**src/hdl/sce_pkg.sv**
```systemverilog
// constants and types for the scratchpad memory command engine
// How it works
// - write-scratch takes two address bytes, then data stored from low-five offset
// - last whole byte sets ending offset; a broken last byte sets partial flag
// - status byte: authorized flag, zero, partial flag, five-bit ending offset
// - write-scratch CRC from zero; inverted CRC sent when ending offset is 31
// - register page 200h-213h is write protected while a mission runs
// - read-scratch sends address, status, data to end, inverted CRC
// - after read-scratch CRC only ones are sent until bus reset
// - copy needs three bytes matching address low, high, status exactly
// - copy moves scratch offsets start through end to target address
// - after copy alternate one and zero; bus reset ignored while copying
// - copy takes two microseconds per byte
// - authorized flag stays set until the next write-scratch command
// - copying into 200h-213h during a mission stops the mission
// - read-memory takes an address, sends bytes to memory end, then zeros
// - read-memory loads address registers, status byte untouched
// - read-with-CRC sends each page then its inverted CRC, page after page
// - first page CRC covers command and address; later pages only data
// - past memory end zeros are sent with CRCs at page boundaries
// - clear wipes mission settings, alarms, histogram; not log or alarm flags
// - clear runs only if clear enable is set; any command drops enable
// - clear takes 500 us, then memory-cleared reads 1, enable reads 0
// - nonzero sample rate copy starts mission if idle, cleared, enabled
// - regular speed unless fast speed was selected
package sce_pkg;

  localparam logic [7:0]  CMD_WRITE_SCRATCH = 8'h0f;
  localparam logic [7:0]  CMD_READ_SCRATCH  = 8'haa;
  localparam logic [7:0]  CMD_COPY_SCRATCH  = 8'h55;
  localparam logic [7:0]  CMD_READ_MEM      = 8'hf0;
  localparam logic [7:0]  CMD_READ_MEM_CRC  = 8'ha5;
  localparam logic [7:0]  CMD_CLEAR_MEM     = 8'h3c;

  localparam logic [15:0] PROT_LO           = 16'h0200;
  localparam logic [15:0] PROT_HI           = 16'h0213;
  localparam logic [15:0] SAMPLE_RATE_ADDR  = 16'h020d;
  localparam logic [15:0] MEM_TOP_DEF       = 16'h0fff;

  localparam logic [4:0]  SCRATCH_LAST      = 5'h1f;
  localparam logic [2:0]  BIT_LAST          = 3'h7;
  localparam logic [1:0]  IDX_LOW           = 2'h0;
  localparam logic [1:0]  IDX_HIGH          = 2'h1;
  localparam logic [1:0]  IDX_STATUS        = 2'h2;
  localparam logic [1:0]  IDX_DATA          = 2'h3;

  localparam logic [7:0]  FILL_ONES         = 8'hff;
  localparam logic [7:0]  FILL_ALT          = 8'h55;
  localparam logic [7:0]  FILL_ZERO         = 8'h00;
  localparam logic [15:0] CRC_POLY_REV      = 16'ha001;

  localparam int CLK_KHZ   = 25000;
  localparam int COPY_NS   = 2000;
  localparam int COPY_CYC  = (COPY_NS * CLK_KHZ + 999999) / 1000000;
  localparam int CLEAR_US  = 500;
  localparam int CLEAR_CYC = (CLEAR_US * CLK_KHZ + 999) / 1000;

  typedef enum logic [3:0] {
    ST_IDLE, ST_GET_CMD, ST_WS_ADDR, ST_WS_DATA, ST_RS_SEND,
    ST_CP_AUTH, ST_CP_COPY, ST_RM_ADDR, ST_RM_DATA, ST_CRC_OUT,
    ST_ONES, ST_ALT, ST_MUTE
  } sce_state_t;

  typedef struct packed {
    logic       auth;
    logic       zero;
    logic       partial;
    logic [4:0] endOff;
  } sce_status_t;

  typedef struct packed {
    logic stb;
    logic dat;
  } sce_slot_t;

  typedef struct packed {
    logic        we;
    logic [15:0] addr;
    logic [7:0]  data;
  } sce_memwr_t;

endpackage

```
**src/hdl/sce_command_engine.sv**
```systemverilog
// memory and control command engine behind the serial slot layer
`timescale 1ns/1ns
`default_nettype none
module sce_command_engine
  import sce_pkg::*;
#(
  parameter logic [15:0] MEM_TOP   = MEM_TOP_DEF,
  parameter int          CLEAR_LEN = CLEAR_CYC
) (
  input  wire logic        core_clk,
  input  wire logic        reset,
  input  wire sce_slot_t   slot,
  input  wire logic        busReset,
  input  wire logic        cmdStart,
  input  wire logic [7:0]  memRdData,
  input  wire logic        missionEnable_n,
  input  wire logic        clearEnableBit,
  input  wire logic        fastSpeedReq,
  output logic             txBit,
  output logic             txActive,
  output logic [15:0]      memRdAddr,
  output sce_memwr_t       memWr,
  output logic             clearBusy,
  output logic             clearEnableDrop,
  output logic             missionRunning,
  output logic             memoryCleared,
  output logic             fastSpeed
);

  localparam int CW = $clog2(CLEAR_LEN + 1);
  localparam logic [CW-1:0] CLEAR_LAST = CW'(CLEAR_LEN - 1);
  localparam logic [5:0] COPY_LAST = 6'(COPY_CYC - 1);

  sce_state_t  state_r;
  sce_state_t  after_r;
  logic [2:0]  bitCnt_r;
  logic [7:0]  rxByte_r;
  logic [7:0]  txByte_r;
  logic        txActive_r;
  logic        loadPend_r;
  logic [15:0] crc_r;
  logic        crcSel_r;
  logic [1:0]  byteIdx_r;
  logic [7:0]  tgtLow_r;
  logic [7:0]  tgtHigh_r;
  logic [4:0]  endOff_r;
  logic        partial_r;
  logic        authOk_r;
  logic        authBad_r;
  logic        withCrc_r;
  logic [4:0]  scOff_r;
  logic [15:0] addr_r;
  logic        pastEnd_r;
  logic [5:0]  copyCnt_r;
  sce_memwr_t  memWr_r;
  logic [CW-1:0] clrCnt_r;
  logic        clearBusy_r;
  logic        clearEnableDrop_r;
  logic        missionRunning_r;
  logic        memoryCleared_r;
  logic        fastSpeed_r;
  logic [7:0]  scratch [32];

  logic        sendState;
  logic        crcOn;
  logic        lineBit;
  logic        byteDone;
  logic [7:0]  fullByte;
  logic [15:0] crcNext;
  logic [7:0]  srcByte;
  logic        abort;
  logic        inProt;
  logic        copyFire;
  logic        cmdDecoded;
  logic        clearDone;
  sce_status_t status;

  // bit that the line carries in this slot, ours when sending
  assign sendState = state_r inside {ST_RS_SEND, ST_RM_DATA, ST_CRC_OUT,
                                     ST_ONES, ST_ALT};
  assign crcOn     = state_r inside {ST_GET_CMD, ST_WS_ADDR, ST_WS_DATA,
                                     ST_RM_ADDR, ST_RS_SEND, ST_RM_DATA};
  assign lineBit   = sendState ? txByte_r[0] : slot.dat;
  assign byteDone  = slot.stb && (bitCnt_r == BIT_LAST);
  assign fullByte  = {lineBit, rxByte_r[7:1]};
  assign crcNext   = (crc_r >> 1) ^
                     ((crc_r[0] ^ lineBit) ? CRC_POLY_REV : 16'h0000);
  // a bus reset cannot break into a running copy
  assign abort     = busReset && (state_r != ST_CP_COPY);
  assign inProt    = (addr_r >= PROT_LO) && (addr_r <= PROT_HI);
  assign copyFire  = (state_r == ST_CP_COPY) && (copyCnt_r == COPY_LAST);
  assign cmdDecoded = (state_r == ST_GET_CMD) && byteDone && !abort;
  assign clearDone = clearBusy_r && (clrCnt_r == CLEAR_LAST);
  assign status    = '{auth: authOk_r, zero: 1'b0, partial: partial_r,
                       endOff: endOff_r};

  // next byte to put on the line
  always_comb begin
    srcByte = FILL_ONES;
    unique case (state_r)
      ST_RS_SEND: begin
        unique case (byteIdx_r)
          IDX_LOW:    srcByte = tgtLow_r;
          IDX_HIGH:   srcByte = tgtHigh_r;
          IDX_STATUS: srcByte = status;
          IDX_DATA:   srcByte = scratch[scOff_r];
        endcase
      end
      ST_RM_DATA: srcByte = pastEnd_r ? FILL_ZERO : memRdData;
      ST_CRC_OUT: srcByte = crcSel_r ? ~crc_r[15:8] : ~crc_r[7:0];
      ST_ONES:    srcByte = FILL_ONES;
      ST_ALT:     srcByte = FILL_ALT;
      default:    srcByte = FILL_ONES;
    endcase
  end

  // slot counting and receive shifter
  always_ff @(posedge core_clk) begin
    if (reset || abort || cmdStart) begin
      bitCnt_r <= 3'h0;
      rxByte_r <= FILL_ZERO;
    end else if (slot.stb) begin
      bitCnt_r <= bitCnt_r + 3'h1;
      rxByte_r <= fullByte;
    end
  end

  // crc runs over the bits of the command, address and data states, frozen while it is sent
  always_ff @(posedge core_clk) begin
    if (reset || cmdStart) begin
      crc_r <= 16'h0000;
    end else if (state_r == ST_CRC_OUT && byteDone && crcSel_r) begin
      crc_r <= 16'h0000;
    end else if (slot.stb && crcOn) begin
      crc_r <= crcNext;
    end
  end

  // transmit shifter, loaded a cycle after the source moves
  always_ff @(posedge core_clk) begin
    if (reset || abort) begin
      txByte_r   <= FILL_ONES;
      txActive_r <= 1'b0;
    end else if (loadPend_r) begin
      txByte_r   <= srcByte;
      txActive_r <= sendState;
    end else if (slot.stb && sendState && !byteDone) begin
      txByte_r   <= {1'b1, txByte_r[7:1]};
    end
  end

  // scratchpad storage
  always_ff @(posedge core_clk) begin
    if (state_r == ST_WS_DATA && byteDone && !abort) begin
      scratch[scOff_r] <= fullByte;
    end
  end

  // command sequencer
  always_ff @(posedge core_clk) begin
    loadPend_r <= 1'b0;
    memWr_r.we <= 1'b0;
    if (reset) begin
      state_r   <= ST_IDLE;
      after_r   <= ST_ONES;
      byteIdx_r <= IDX_LOW;
      tgtLow_r  <= FILL_ZERO;
      tgtHigh_r <= FILL_ZERO;
      endOff_r  <= 5'h00;
      partial_r <= 1'b0;
      authOk_r  <= 1'b0;
      authBad_r <= 1'b0;
      withCrc_r <= 1'b0;
      scOff_r   <= 5'h00;
      addr_r    <= 16'h0000;
      pastEnd_r <= 1'b0;
      crcSel_r  <= 1'b0;
      copyCnt_r <= 6'h00;
      memWr_r   <= '0;
    end else if (abort) begin
      if (state_r == ST_WS_DATA && bitCnt_r != 3'h0) begin
        partial_r <= 1'b1;
      end
      state_r <= ST_IDLE;
    end else if (cmdStart && state_r == ST_IDLE) begin
      state_r <= ST_GET_CMD;
    end else begin
      unique case (state_r)
        ST_GET_CMD: if (byteDone) begin
          byteIdx_r <= IDX_LOW;
          loadPend_r <= 1'b1;
          unique case (fullByte)
            CMD_WRITE_SCRATCH: begin
              state_r   <= ST_WS_ADDR;
              authOk_r  <= 1'b0;
              partial_r <= 1'b0;
            end
            CMD_READ_SCRATCH: begin
              state_r <= ST_RS_SEND;
              scOff_r <= tgtLow_r[4:0];
            end
            CMD_COPY_SCRATCH: begin
              state_r   <= ST_CP_AUTH;
              authBad_r <= 1'b0;
            end
            CMD_READ_MEM, CMD_READ_MEM_CRC: begin
              state_r   <= ST_RM_ADDR;
              withCrc_r <= (fullByte == CMD_READ_MEM_CRC);
            end
            default: state_r <= ST_MUTE;
          endcase
        end
        ST_WS_ADDR: if (byteDone) begin
          byteIdx_r <= IDX_HIGH;
          if (byteIdx_r == IDX_LOW) begin
            tgtLow_r <= fullByte;
          end else begin
            tgtHigh_r <= fullByte;
            scOff_r   <= tgtLow_r[4:0];
            state_r   <= ST_WS_DATA;
          end
        end
        ST_WS_DATA: if (byteDone) begin
          endOff_r <= scOff_r;
          if (scOff_r == SCRATCH_LAST) begin
            state_r    <= ST_CRC_OUT;
            after_r    <= ST_ONES;
            crcSel_r   <= 1'b0;
            loadPend_r <= 1'b1;
          end else begin
            scOff_r <= scOff_r + 5'h01;
          end
        end
        ST_RS_SEND: if (byteDone) begin
          loadPend_r <= 1'b1;
          if (byteIdx_r != IDX_DATA) begin
            byteIdx_r <= byteIdx_r + 2'h1;
          end else if (scOff_r == SCRATCH_LAST) begin
            state_r  <= ST_CRC_OUT;
            after_r  <= ST_ONES;
            crcSel_r <= 1'b0;
          end else begin
            scOff_r <= scOff_r + 5'h01;
          end
        end
        ST_CP_AUTH: if (byteDone) begin
          byteIdx_r <= byteIdx_r + 2'h1;
          unique case (byteIdx_r)
            IDX_LOW:  authBad_r <= (fullByte != tgtLow_r);
            IDX_HIGH: authBad_r <= authBad_r || (fullByte != tgtHigh_r);
            default: begin
              if (authBad_r || fullByte != status) begin
                state_r <= ST_MUTE;
              end else begin
                authOk_r  <= 1'b1;
                state_r   <= ST_CP_COPY;
                scOff_r   <= tgtLow_r[4:0];
                addr_r    <= {tgtHigh_r, tgtLow_r};
                copyCnt_r <= 6'h00;
              end
            end
          endcase
        end
        ST_CP_COPY: begin
          if (copyFire) begin
            copyCnt_r    <= 6'h00;
            memWr_r.we   <= !(missionRunning_r && inProt);
            memWr_r.addr <= addr_r;
            memWr_r.data <= scratch[scOff_r];
            if (scOff_r == endOff_r) begin
              state_r    <= ST_ALT;
              loadPend_r <= 1'b1;
            end else begin
              scOff_r <= scOff_r + 5'h01;
              addr_r  <= addr_r + 16'h0001;
            end
          end else begin
            copyCnt_r <= copyCnt_r + 6'h01;
          end
        end
        ST_RM_ADDR: if (byteDone) begin
          byteIdx_r <= IDX_HIGH;
          if (byteIdx_r == IDX_LOW) begin
            tgtLow_r <= fullByte;
          end else begin
            tgtHigh_r  <= fullByte;
            addr_r     <= {fullByte, tgtLow_r};
            pastEnd_r  <= 1'b0;
            state_r    <= ST_RM_DATA;
            loadPend_r <= 1'b1;
          end
        end
        ST_RM_DATA: if (byteDone) begin
          loadPend_r <= 1'b1;
          addr_r     <= addr_r + 16'h0001;
          if (addr_r == MEM_TOP) begin
            pastEnd_r <= 1'b1;
          end
          if (withCrc_r && addr_r[4:0] == SCRATCH_LAST) begin
            state_r  <= ST_CRC_OUT;
            after_r  <= ST_RM_DATA;
            crcSel_r <= 1'b0;
          end
        end
        ST_CRC_OUT: if (byteDone) begin
          loadPend_r <= 1'b1;
          crcSel_r   <= 1'b1;
          if (crcSel_r) begin
            state_r <= after_r;
          end
        end
        // fill patterns reload each byte, or the shifter would run out to all ones
        ST_ONES, ST_ALT: if (byteDone) begin
          loadPend_r <= 1'b1;
        end
        default: ;
      endcase
    end
  end

  // clear timer runs on its own so a bus reset cannot cut it short
  always_ff @(posedge core_clk) begin
    clearEnableDrop_r <= 1'b0;
    if (reset) begin
      clearBusy_r <= 1'b0;
      clrCnt_r    <= '0;
    end else begin
      if (cmdDecoded) begin
        clearEnableDrop_r <= 1'b1;
      end
      if (cmdDecoded && fullByte == CMD_CLEAR_MEM && clearEnableBit
          && !clearBusy_r) begin
        clearBusy_r <= 1'b1;
        clrCnt_r    <= '0;
      end else if (clearDone) begin
        clearBusy_r <= 1'b0;
      end else if (clearBusy_r) begin
        clrCnt_r <= clrCnt_r + CW'(1);
      end
    end
  end

  // mission flags; a finished clear wins over a same-cycle start
  always_ff @(posedge core_clk) begin
    if (reset) begin
      missionRunning_r <= 1'b0;
      memoryCleared_r  <= 1'b0;
    end else begin
      if (copyFire && inProt && missionRunning_r) begin
        missionRunning_r <= 1'b0;
      end else if (copyFire && addr_r == SAMPLE_RATE_ADDR
                   && scratch[scOff_r] != FILL_ZERO && !missionRunning_r
                   && memoryCleared_r && !missionEnable_n) begin
        missionRunning_r <= 1'b1;
        memoryCleared_r  <= 1'b0;
      end
      if (clearDone) begin
        memoryCleared_r <= 1'b1;
      end
    end
  end

  // speed follows the explicit request only
  always_ff @(posedge core_clk) begin
    if (reset) begin
      fastSpeed_r <= 1'b0;
    end else begin
      fastSpeed_r <= fastSpeedReq;
    end
  end

  assign txBit           = txByte_r[0];
  assign txActive        = txActive_r;
  assign memRdAddr       = addr_r;
  assign memWr           = memWr_r;
  assign clearBusy       = clearBusy_r;
  assign clearEnableDrop = clearEnableDrop_r;
  assign missionRunning  = missionRunning_r;
  assign memoryCleared   = memoryCleared_r;
  assign fastSpeed       = fastSpeed_r;

  // cycles since the last memory write, parked at its top value
  logic [5:0]  weGap_r;
  always_ff @(posedge core_clk) begin
    if (reset || memWr_r.we) begin
      weGap_r <= 6'h00;
    end else if (weGap_r != '1) begin
      weGap_r <= weGap_r + 6'h01;
    end
  end

  a_partial_on_cut: assert property (@(posedge core_clk) disable iff (reset)
    busReset && state_r == ST_WS_DATA && bitCnt_r != 3'h0 |=> partial_r)
    else $error("partial flag missed");
  a_auth_cleared: assert property (@(posedge core_clk) disable iff (reset)
    cmdDecoded && fullByte == CMD_WRITE_SCRATCH |=> !authOk_r)
    else $error("authorized flag kept");
  a_protect_page: assert property (@(posedge core_clk) disable iff (reset)
    copyFire && inProt && missionRunning_r |=> !memWr_r.we && !missionRunning_r)
    else $error("protected write or mission kept");
  a_copy_no_abort: assert property (@(posedge core_clk) disable iff (reset)
    state_r == ST_CP_COPY && busReset |=> state_r inside {ST_CP_COPY, ST_ALT})
    else $error("copy aborted");
  a_copy_pace: assert property (@(posedge core_clk) disable iff (reset)
    memWr_r.we |-> (weGap_r == COPY_LAST) || (weGap_r == '1))
    else $error("copy byte spacing");
  a_clear_done: assert property (@(posedge core_clk) disable iff (reset)
    $fell(clearBusy_r) |-> memoryCleared_r)
    else $error("memory cleared not set");
  a_drop_enable: assert property (@(posedge core_clk) disable iff (reset)
    cmdDecoded |=> clearEnableDrop_r ##1 !clearEnableDrop_r)
    else $error("clear enable not dropped");
  a_mute_line: assert property (@(posedge core_clk) disable iff (reset)
    state_r == ST_MUTE && !loadPend_r |-> !txActive_r && txByte_r == FILL_ONES)
    else $error("line driven on unknown command");
  a_zero_past_end: assert property (@(posedge core_clk) disable iff (reset)
    loadPend_r && state_r == ST_RM_DATA && pastEnd_r |=> txByte_r == FILL_ZERO)
    else $error("nonzero past memory end");
  a_speed_default: assert property (@(posedge core_clk)
    reset |=> !fastSpeed_r)
    else $error("fast speed after reset");

endmodule
`default_nettype wire

```
**config.mk**
```make
export PLATFORM = sky130hd
export DESIGN_NAME = sce_command_engine
export DESIGN_NICKNAME = d
export VERILOG_FILES = /design/src/hdl/sce_pkg.sv /design/src/hdl/sce_command_engine.sv
export SDC_FILE = /design/constraint.sdc
export NUM_CORES = 1
export LEC_CHECK = 0
export ABC_CLOCK_PERIOD_IN_PS = 3070
export BUFFER_PORTS_ARGS = -buffer_cell sky130_fd_sc_hd__buf_4
export CAP_MARGIN = 20
export CORE_AREA = 3 3 190 285
export CTS_CLUSTER_DIAMETER = 60
export DETAILED_ROUTE_END_ITERATION = 8
export DIE_AREA = 0 0 193 288
export RECOVER_POWER = 100
export SLEW_MARGIN = 25
export SYNTH_ARGS = -nofsm -noshare
export SYNTH_HDL_FRONTEND = slang
export SYNTH_SLANG_ARGS = --single-unit
```
**constraint.sdc**
```tcl
create_clock -name core_clk -period 3.07 [get_ports core_clk]
set_clock_uncertainty 0.05 [all_clocks]
set_input_delay 0.7675 -clock core_clk [delete_from_list [all_inputs] [get_ports core_clk]]
set_output_delay 0.7675 -clock core_clk [all_outputs]
set_load 0.05 [all_outputs]
```
After elaboration in Yosys (flattened, before gate mapping)
Memory sizes are Yosys's and may differ from the RTL's. A register that Yosys moved wholly into a read port is not among the register bits.
Index checks and enable logic that the tools add are counted.
- mux-type cells: 116
- bitwise gates (word level): 10
- $mul: 0
- equality and inequality tests: 77
- reduce and logical (&&, ||, !) cells: 90
- shift-type cells: 0
- div/mod/pow operators: 0
- $add $sub $neg: 6
- $lt $le $gt $ge: 2
- operators by type and width (cell ; number):
    $mux 16 ; 9
    $mux 4 ; 24
    $mux 5 ; 15
    $pmux 16 s4 ; 1
    $pmux 8 s4 ; 2
    $mux 1 ; 40
    $ne 2x2->1 const B ; 19
    $pmux 4 s9 ; 1
    $reduce_and 17->1 ; 2
    $mux 8 ; 4
    $pmux 5 s6 ; 1
    $logic_and 1x1->1 ; 28
    $ne 3x2->1 const B ; 9
    $eq 8x8->1 const B ; 3
    $mux 6 ; 4
    $ne 8x8->1 ; 3
    $reduce_and 8->1 ; 3
    $reduce_and 5->1 ; 4
    $ne 2x1->1 const B ; 9
    $ne 3x3->1 const B ; 6
    $reduce_bool 2->1 ; 9
    $add 16x1->16 const B ; 1
    $eq 16x10->1 const B ; 1
    $eq 16x12->1 const B ; 1
    56 further kinds ; 102
- RAM bits: 256
- ROM bits: 0
- register bits after elaboration: 145
- bits in latches: 0
- memories: 1
- output and inout bits: 48
- memories (name ; depth ; width ; read ports ; clocked after Yosys merged registers in ; wr ports ; line ; text):
    scratch ; 32 ; 8 ; 1 ; 1 ; 1 ; sce_command_engine.sv:62 ; logic [7:0] scratch [32];

Depth between registers and ports, before layout
- word-level depth: 11
- depth in mapped cells: 11
- mapped depth without buffers: 11

Worst setup path before layout
Ideal clock, no wire load.
- path kind: input -> register
- start: in slot[1] in the netlist's numbering
- end: mem scratch[10][0] (enable)
- required time: 2650 ps
- data arrival time: 2645 ps
- library setup time: 370 ps
- slack: 4 ps
- cell stages on the path: 8
- cell sequence: clkbuf_1 and2_1 clkbuf_1 nand2_1 clkbuf_1 nor2_1 nand2_1 nor2_1
- cells in the longest elaborated chain, start to end: 5
- ends and longest elaborated chain (element ; line ; text):
    start, declared ; sce_command_engine.sv:12 ; input wire sce_slot_t slot,
    $logic_and 1x1->1 ; sce_command_engine.sv:84 ; assign byteDone = slot.stb && (bitCnt_r == BIT_LAST);
    $logic_and 1x1->1 (2 in a row) ; sce_command_engine.sv:154 ; if (state_r == ST_WS_DATA && byteDone && !abort) begin
    $mux 1 ; sce_command_engine.sv:154 ;
    $mux 1 (not written as such) ; sce_command_engine.sv:155 ; scratch[scOff_r] <= fullByte;
    end, declared ; sce_command_engine.sv:62 ;
Every way passes these cells.

==> results by group <==
Run status
  – Status: completed

Clocking
  – Clock Latency Late Sink: 0.54 ns
  – H-tree levels: 2
  – CTS tree: yes
  – Cts bufs inserted: 39
  – Root buffer cell: clkbuf_16
  – Clock Tree Buf Depth: 3
  – CTS clk-pin slew, worst paths: 0.07 ns
  – # hold bufs at CTS: 0
  – Clock Sinks: 402

Route
  – Met3 routed WL: 2310 um
  – DRT Pass-1 Iters: 5
  – DR WL/cell: 22.1 um
  – Routed vias/inst: 5.50
  – DR WL met2: 27400 um
  – Antenna viol nets, final: 0
  – DRC viols: 0
  – Wl on met1: 19200 um
  – Final WL: 52100 um
  – Top routing layer used: met4
  – 1st-iter DRT viols: 1031
  – Via count: 12900

Floorplan
  – Die Height: 288 um
  – Initial Utilization: 35.0%
  – Die X: 193 um
  – Io pins: 65
  – Core area: 51800 um^2
  – Num rows: 102
  – Die footprint: 55600 um^2

Synthesis
  – Synth async-reset ratio: 0%
  – Syn_area_per_cell: 12.2 um^2
  – Synth Instances: 1489
  – EDFF count, synth: 256
  – Area contributors post-synth: edfxtp_1 (42%), dfxtp_1 (16%), mux4_2 (8.0%), nor2_1 (3.5%), mux2i_1 (3.4%)
  – Post-synth cell types: 81
  – Synthesized flop and latch total: 402
  – Syn Std Cell Area: 18100 um^2
  – Sequential share of the synthesized area: 58.6%
  – Yosys top cell by area: edfxtp_1
  – Top-area cell type share of the netlist area: 42.4%
  – Yosys warning count: 0
  – Top_reg_cell synth: edfxtp_1
  – Synth Net Count: 1526

Timing
  – Final period utilization: 95.2%
  – Least-Margin Pin Slew: 1.19 ns
  – Max Slew Vio Count: 0
  – Worst hold margin: 0.381 ns
  – Setup WS post-layout: 0.149 ns
  – FMAX: 342 MHz
  – Min Tclk post-route: 2.92 ns
  – Final setup TNS: 0 ns
  – Final setup violation count: 0
  – Final hold violations: 0
  – Unrepaired setup endpoints after global routing: false
  – Max-slew headroom: 20.6%

Cells and area
  – Share of cells above drive strength 1: 16.8%
  – Layout net count: 1683
  – P&R area growth vs syn: 16.5%
  – Storage element area: 10600 um^2
  – Multi-input gate area: 7010 um^2
  – Antenna diode count: 0
  – # fillers: 5051

Worst setup path
  – Critical Path RT: 3.47 ns
  – Arr. time, crit path: 3.32 ns
  – Crit Path Class: reg -> reg
  – R2R Path End: txByte_r[0]
  – Worst Setup Start Kind: register
  – Critical path's slowest cell: or4_1
  – Worst R2R Setup Slack: 0.15 ns
  – Cells on worst reg2reg path: 10
  – Crit Path Max Fanout: 12
  – CP Capture Type: register
  – Worst path cell trace: clkbuf_2 -> clkbuf_2 -> nand3b_1 -> o22ai_1 -> buf_4 -> or4_1 -> o21ai_1 -> buf_4 -> a31oi_1 -> o31ai_1
  – Slowest stage delay, CP: 0.59 ns

GRT
  – Vias in the first global route: 13100
  – Total gr overflow: 0
  – Initial antenna violation count: 0
  – Total track usage: 18.7%
  – First-pass GRT wire length: 79300 um
  – Largest net degree at the start of global routing: 67

Placed design
  – HPWL after detailed placement: 37900 um
  – Placer's final routability congestion estimate: 0.957
  – Pre-CTS WS: 0.111 ns
  – PortBufs: 64

Min path
  – Hold Path Depth: 2
  – Worst min path class: in -> reg
  – Hold Startpoint: fastSpeedReq
  – Worst Hold Path EP: fastSpeed

Pwr
  – Peak supply drop: 0.482 mV
  – Pwr Total: 10500 uW
  – Pwr/cell area: 498 nW/um^2
  – Static Leak: 0.00704 uW

Job
  – Max-Cap Viols: 0
==> layer usage <==
layer	up-vias	global-route usage [%]
li1	5970	-
met1	6383	21.6
met2	438	33.9
met3	148	2.01
met4	0	9.95
met5	-	0
==> worst max path at each step <==
stage / start / end / slack [ns] / cells past startpoint
after floorplan: slot[1] / scratch[10][0] / 0.004 / 8
after global placement: register / txByte_r[7] / 0.16 / 9
after detailed placement: slot[1] / scratch[8][5] / 0.11 / 7
after CTS: register / memoryCleared / 0.14 / 7
after global routing: state_r[1] / scratch[16][6] / 0.02 / 7
final: register / txByte_r[0] / 0.15 / 10
==> synth_stat cells, types with 27 or more instances <==
cell type	n
mux2i_1	61
a21oi_1	93
nand3_1	42
o21ai_0	27
nand2_1	123
nor3_1	27
dfxtp_1	146
xor2_1	32
edfxtp_1	256
clkbuf_1	67
nor2_1	167
mux4_2	64
==> cell type report <==
cell class	instances	area share, %
Clock buffer	55	5.20
Clock inverter	15	0.498
Inverter	30	0.534
Multi-Input combinational cell	966	33.2
Sequential cell	402	50.3
Tap cell	676	4.01
Timing Repair Buffer	207	6.22
==> power by group <==
group          leakage [uW]  switching [uW]  internal [uW]
Combinational       0.00301             158           78.6
Sequential          0.00343            3.29           5690
Clock              0.000596            2050           2530
Total               0.00704            2210           8300
==> metrics by stage <==
stage	utilization (%)	area, um^2	std cells
after floorplan	-	18100	1489
after global placement	39.1	20300	2281
after detailed placement	39.1	20300	2281
after CTS	41.4	21500	2351
after global routing	40.7	21100	2351
final	40.7	21100	2351
==> layout by cell type, fill, tap and decap left out, types with 7 or more instances in the layout <==
cell / instances
nand4_1: 9
nor3_1: 27
xnor2_1: 12
a31oi_1: 10
clkbuf_1: 79
buf_12: 8
mux4_2: 64
nor4_1: 13
clkbuf_16: 40
a221oi_1: 17
o21ai_0: 36
a211oi_1: 17
o32ai_1: 14
mux2i_1: 61
o21ai_1: 17
dfxtp_1: 144
mux2_2: 9
a21oi_1: 93
ha_1: 20
edfxtp_1: 256
o31ai_1: 7
nand2b_1: 11
nand3_1: 42
buf_4: 96
and3_1: 11
o22ai_1: 11
nand2_1: 123
nor2_1: 167
nand3b_1: 7
nor2b_1: 12
clkbuf_2: 33
xor2_1: 32
inv_1: 27
o21a_1: 10
and2_1: 7
==> critical path: cells and delay by family (launching register included) <==
family,cells,cell delay (ns)
simple gates,2,0.73
compound gates,4,0.74
buf+inv,4,0.95
flops,1,0.35
==> sequential cells by signal (all words and copies together), names as in the netlist, 2 cells and up, named ones only <==
name / flops
scratch: 256
clrCnt_r: 14
memRdAddr: 16
byteIdx_r: 2
scOff_r: 5
endOff_r: 5
state_r: 4
copyCnt_r: 6
crc_r: 16
bitCnt_r: 3
tgtLow_r: 8
memWr: 25
txByte_r: 8
tgtHigh_r: 8
rxByte_r: 7
==> repair_timing <==
action	CTS	global route
setup buffers	0	0
resized for setup	0	2
setup endpoints to repair	0	169
==> cells by family after synthesis <==
kind of cell	count (synthesis)	synth area share, %
XOR/XNOR	44	2.13
adder cells (fa/ha/maj)	20	1.38
buffers and inverters	121	2.71
flip-flops	402	58.6
AND/OR/NAND/NOR	470	12.4
multiplexers	135	12.0
AO/OA/AOI/OAI	297	10.9
Note: power is estimated with default switching activity, not from simulation.
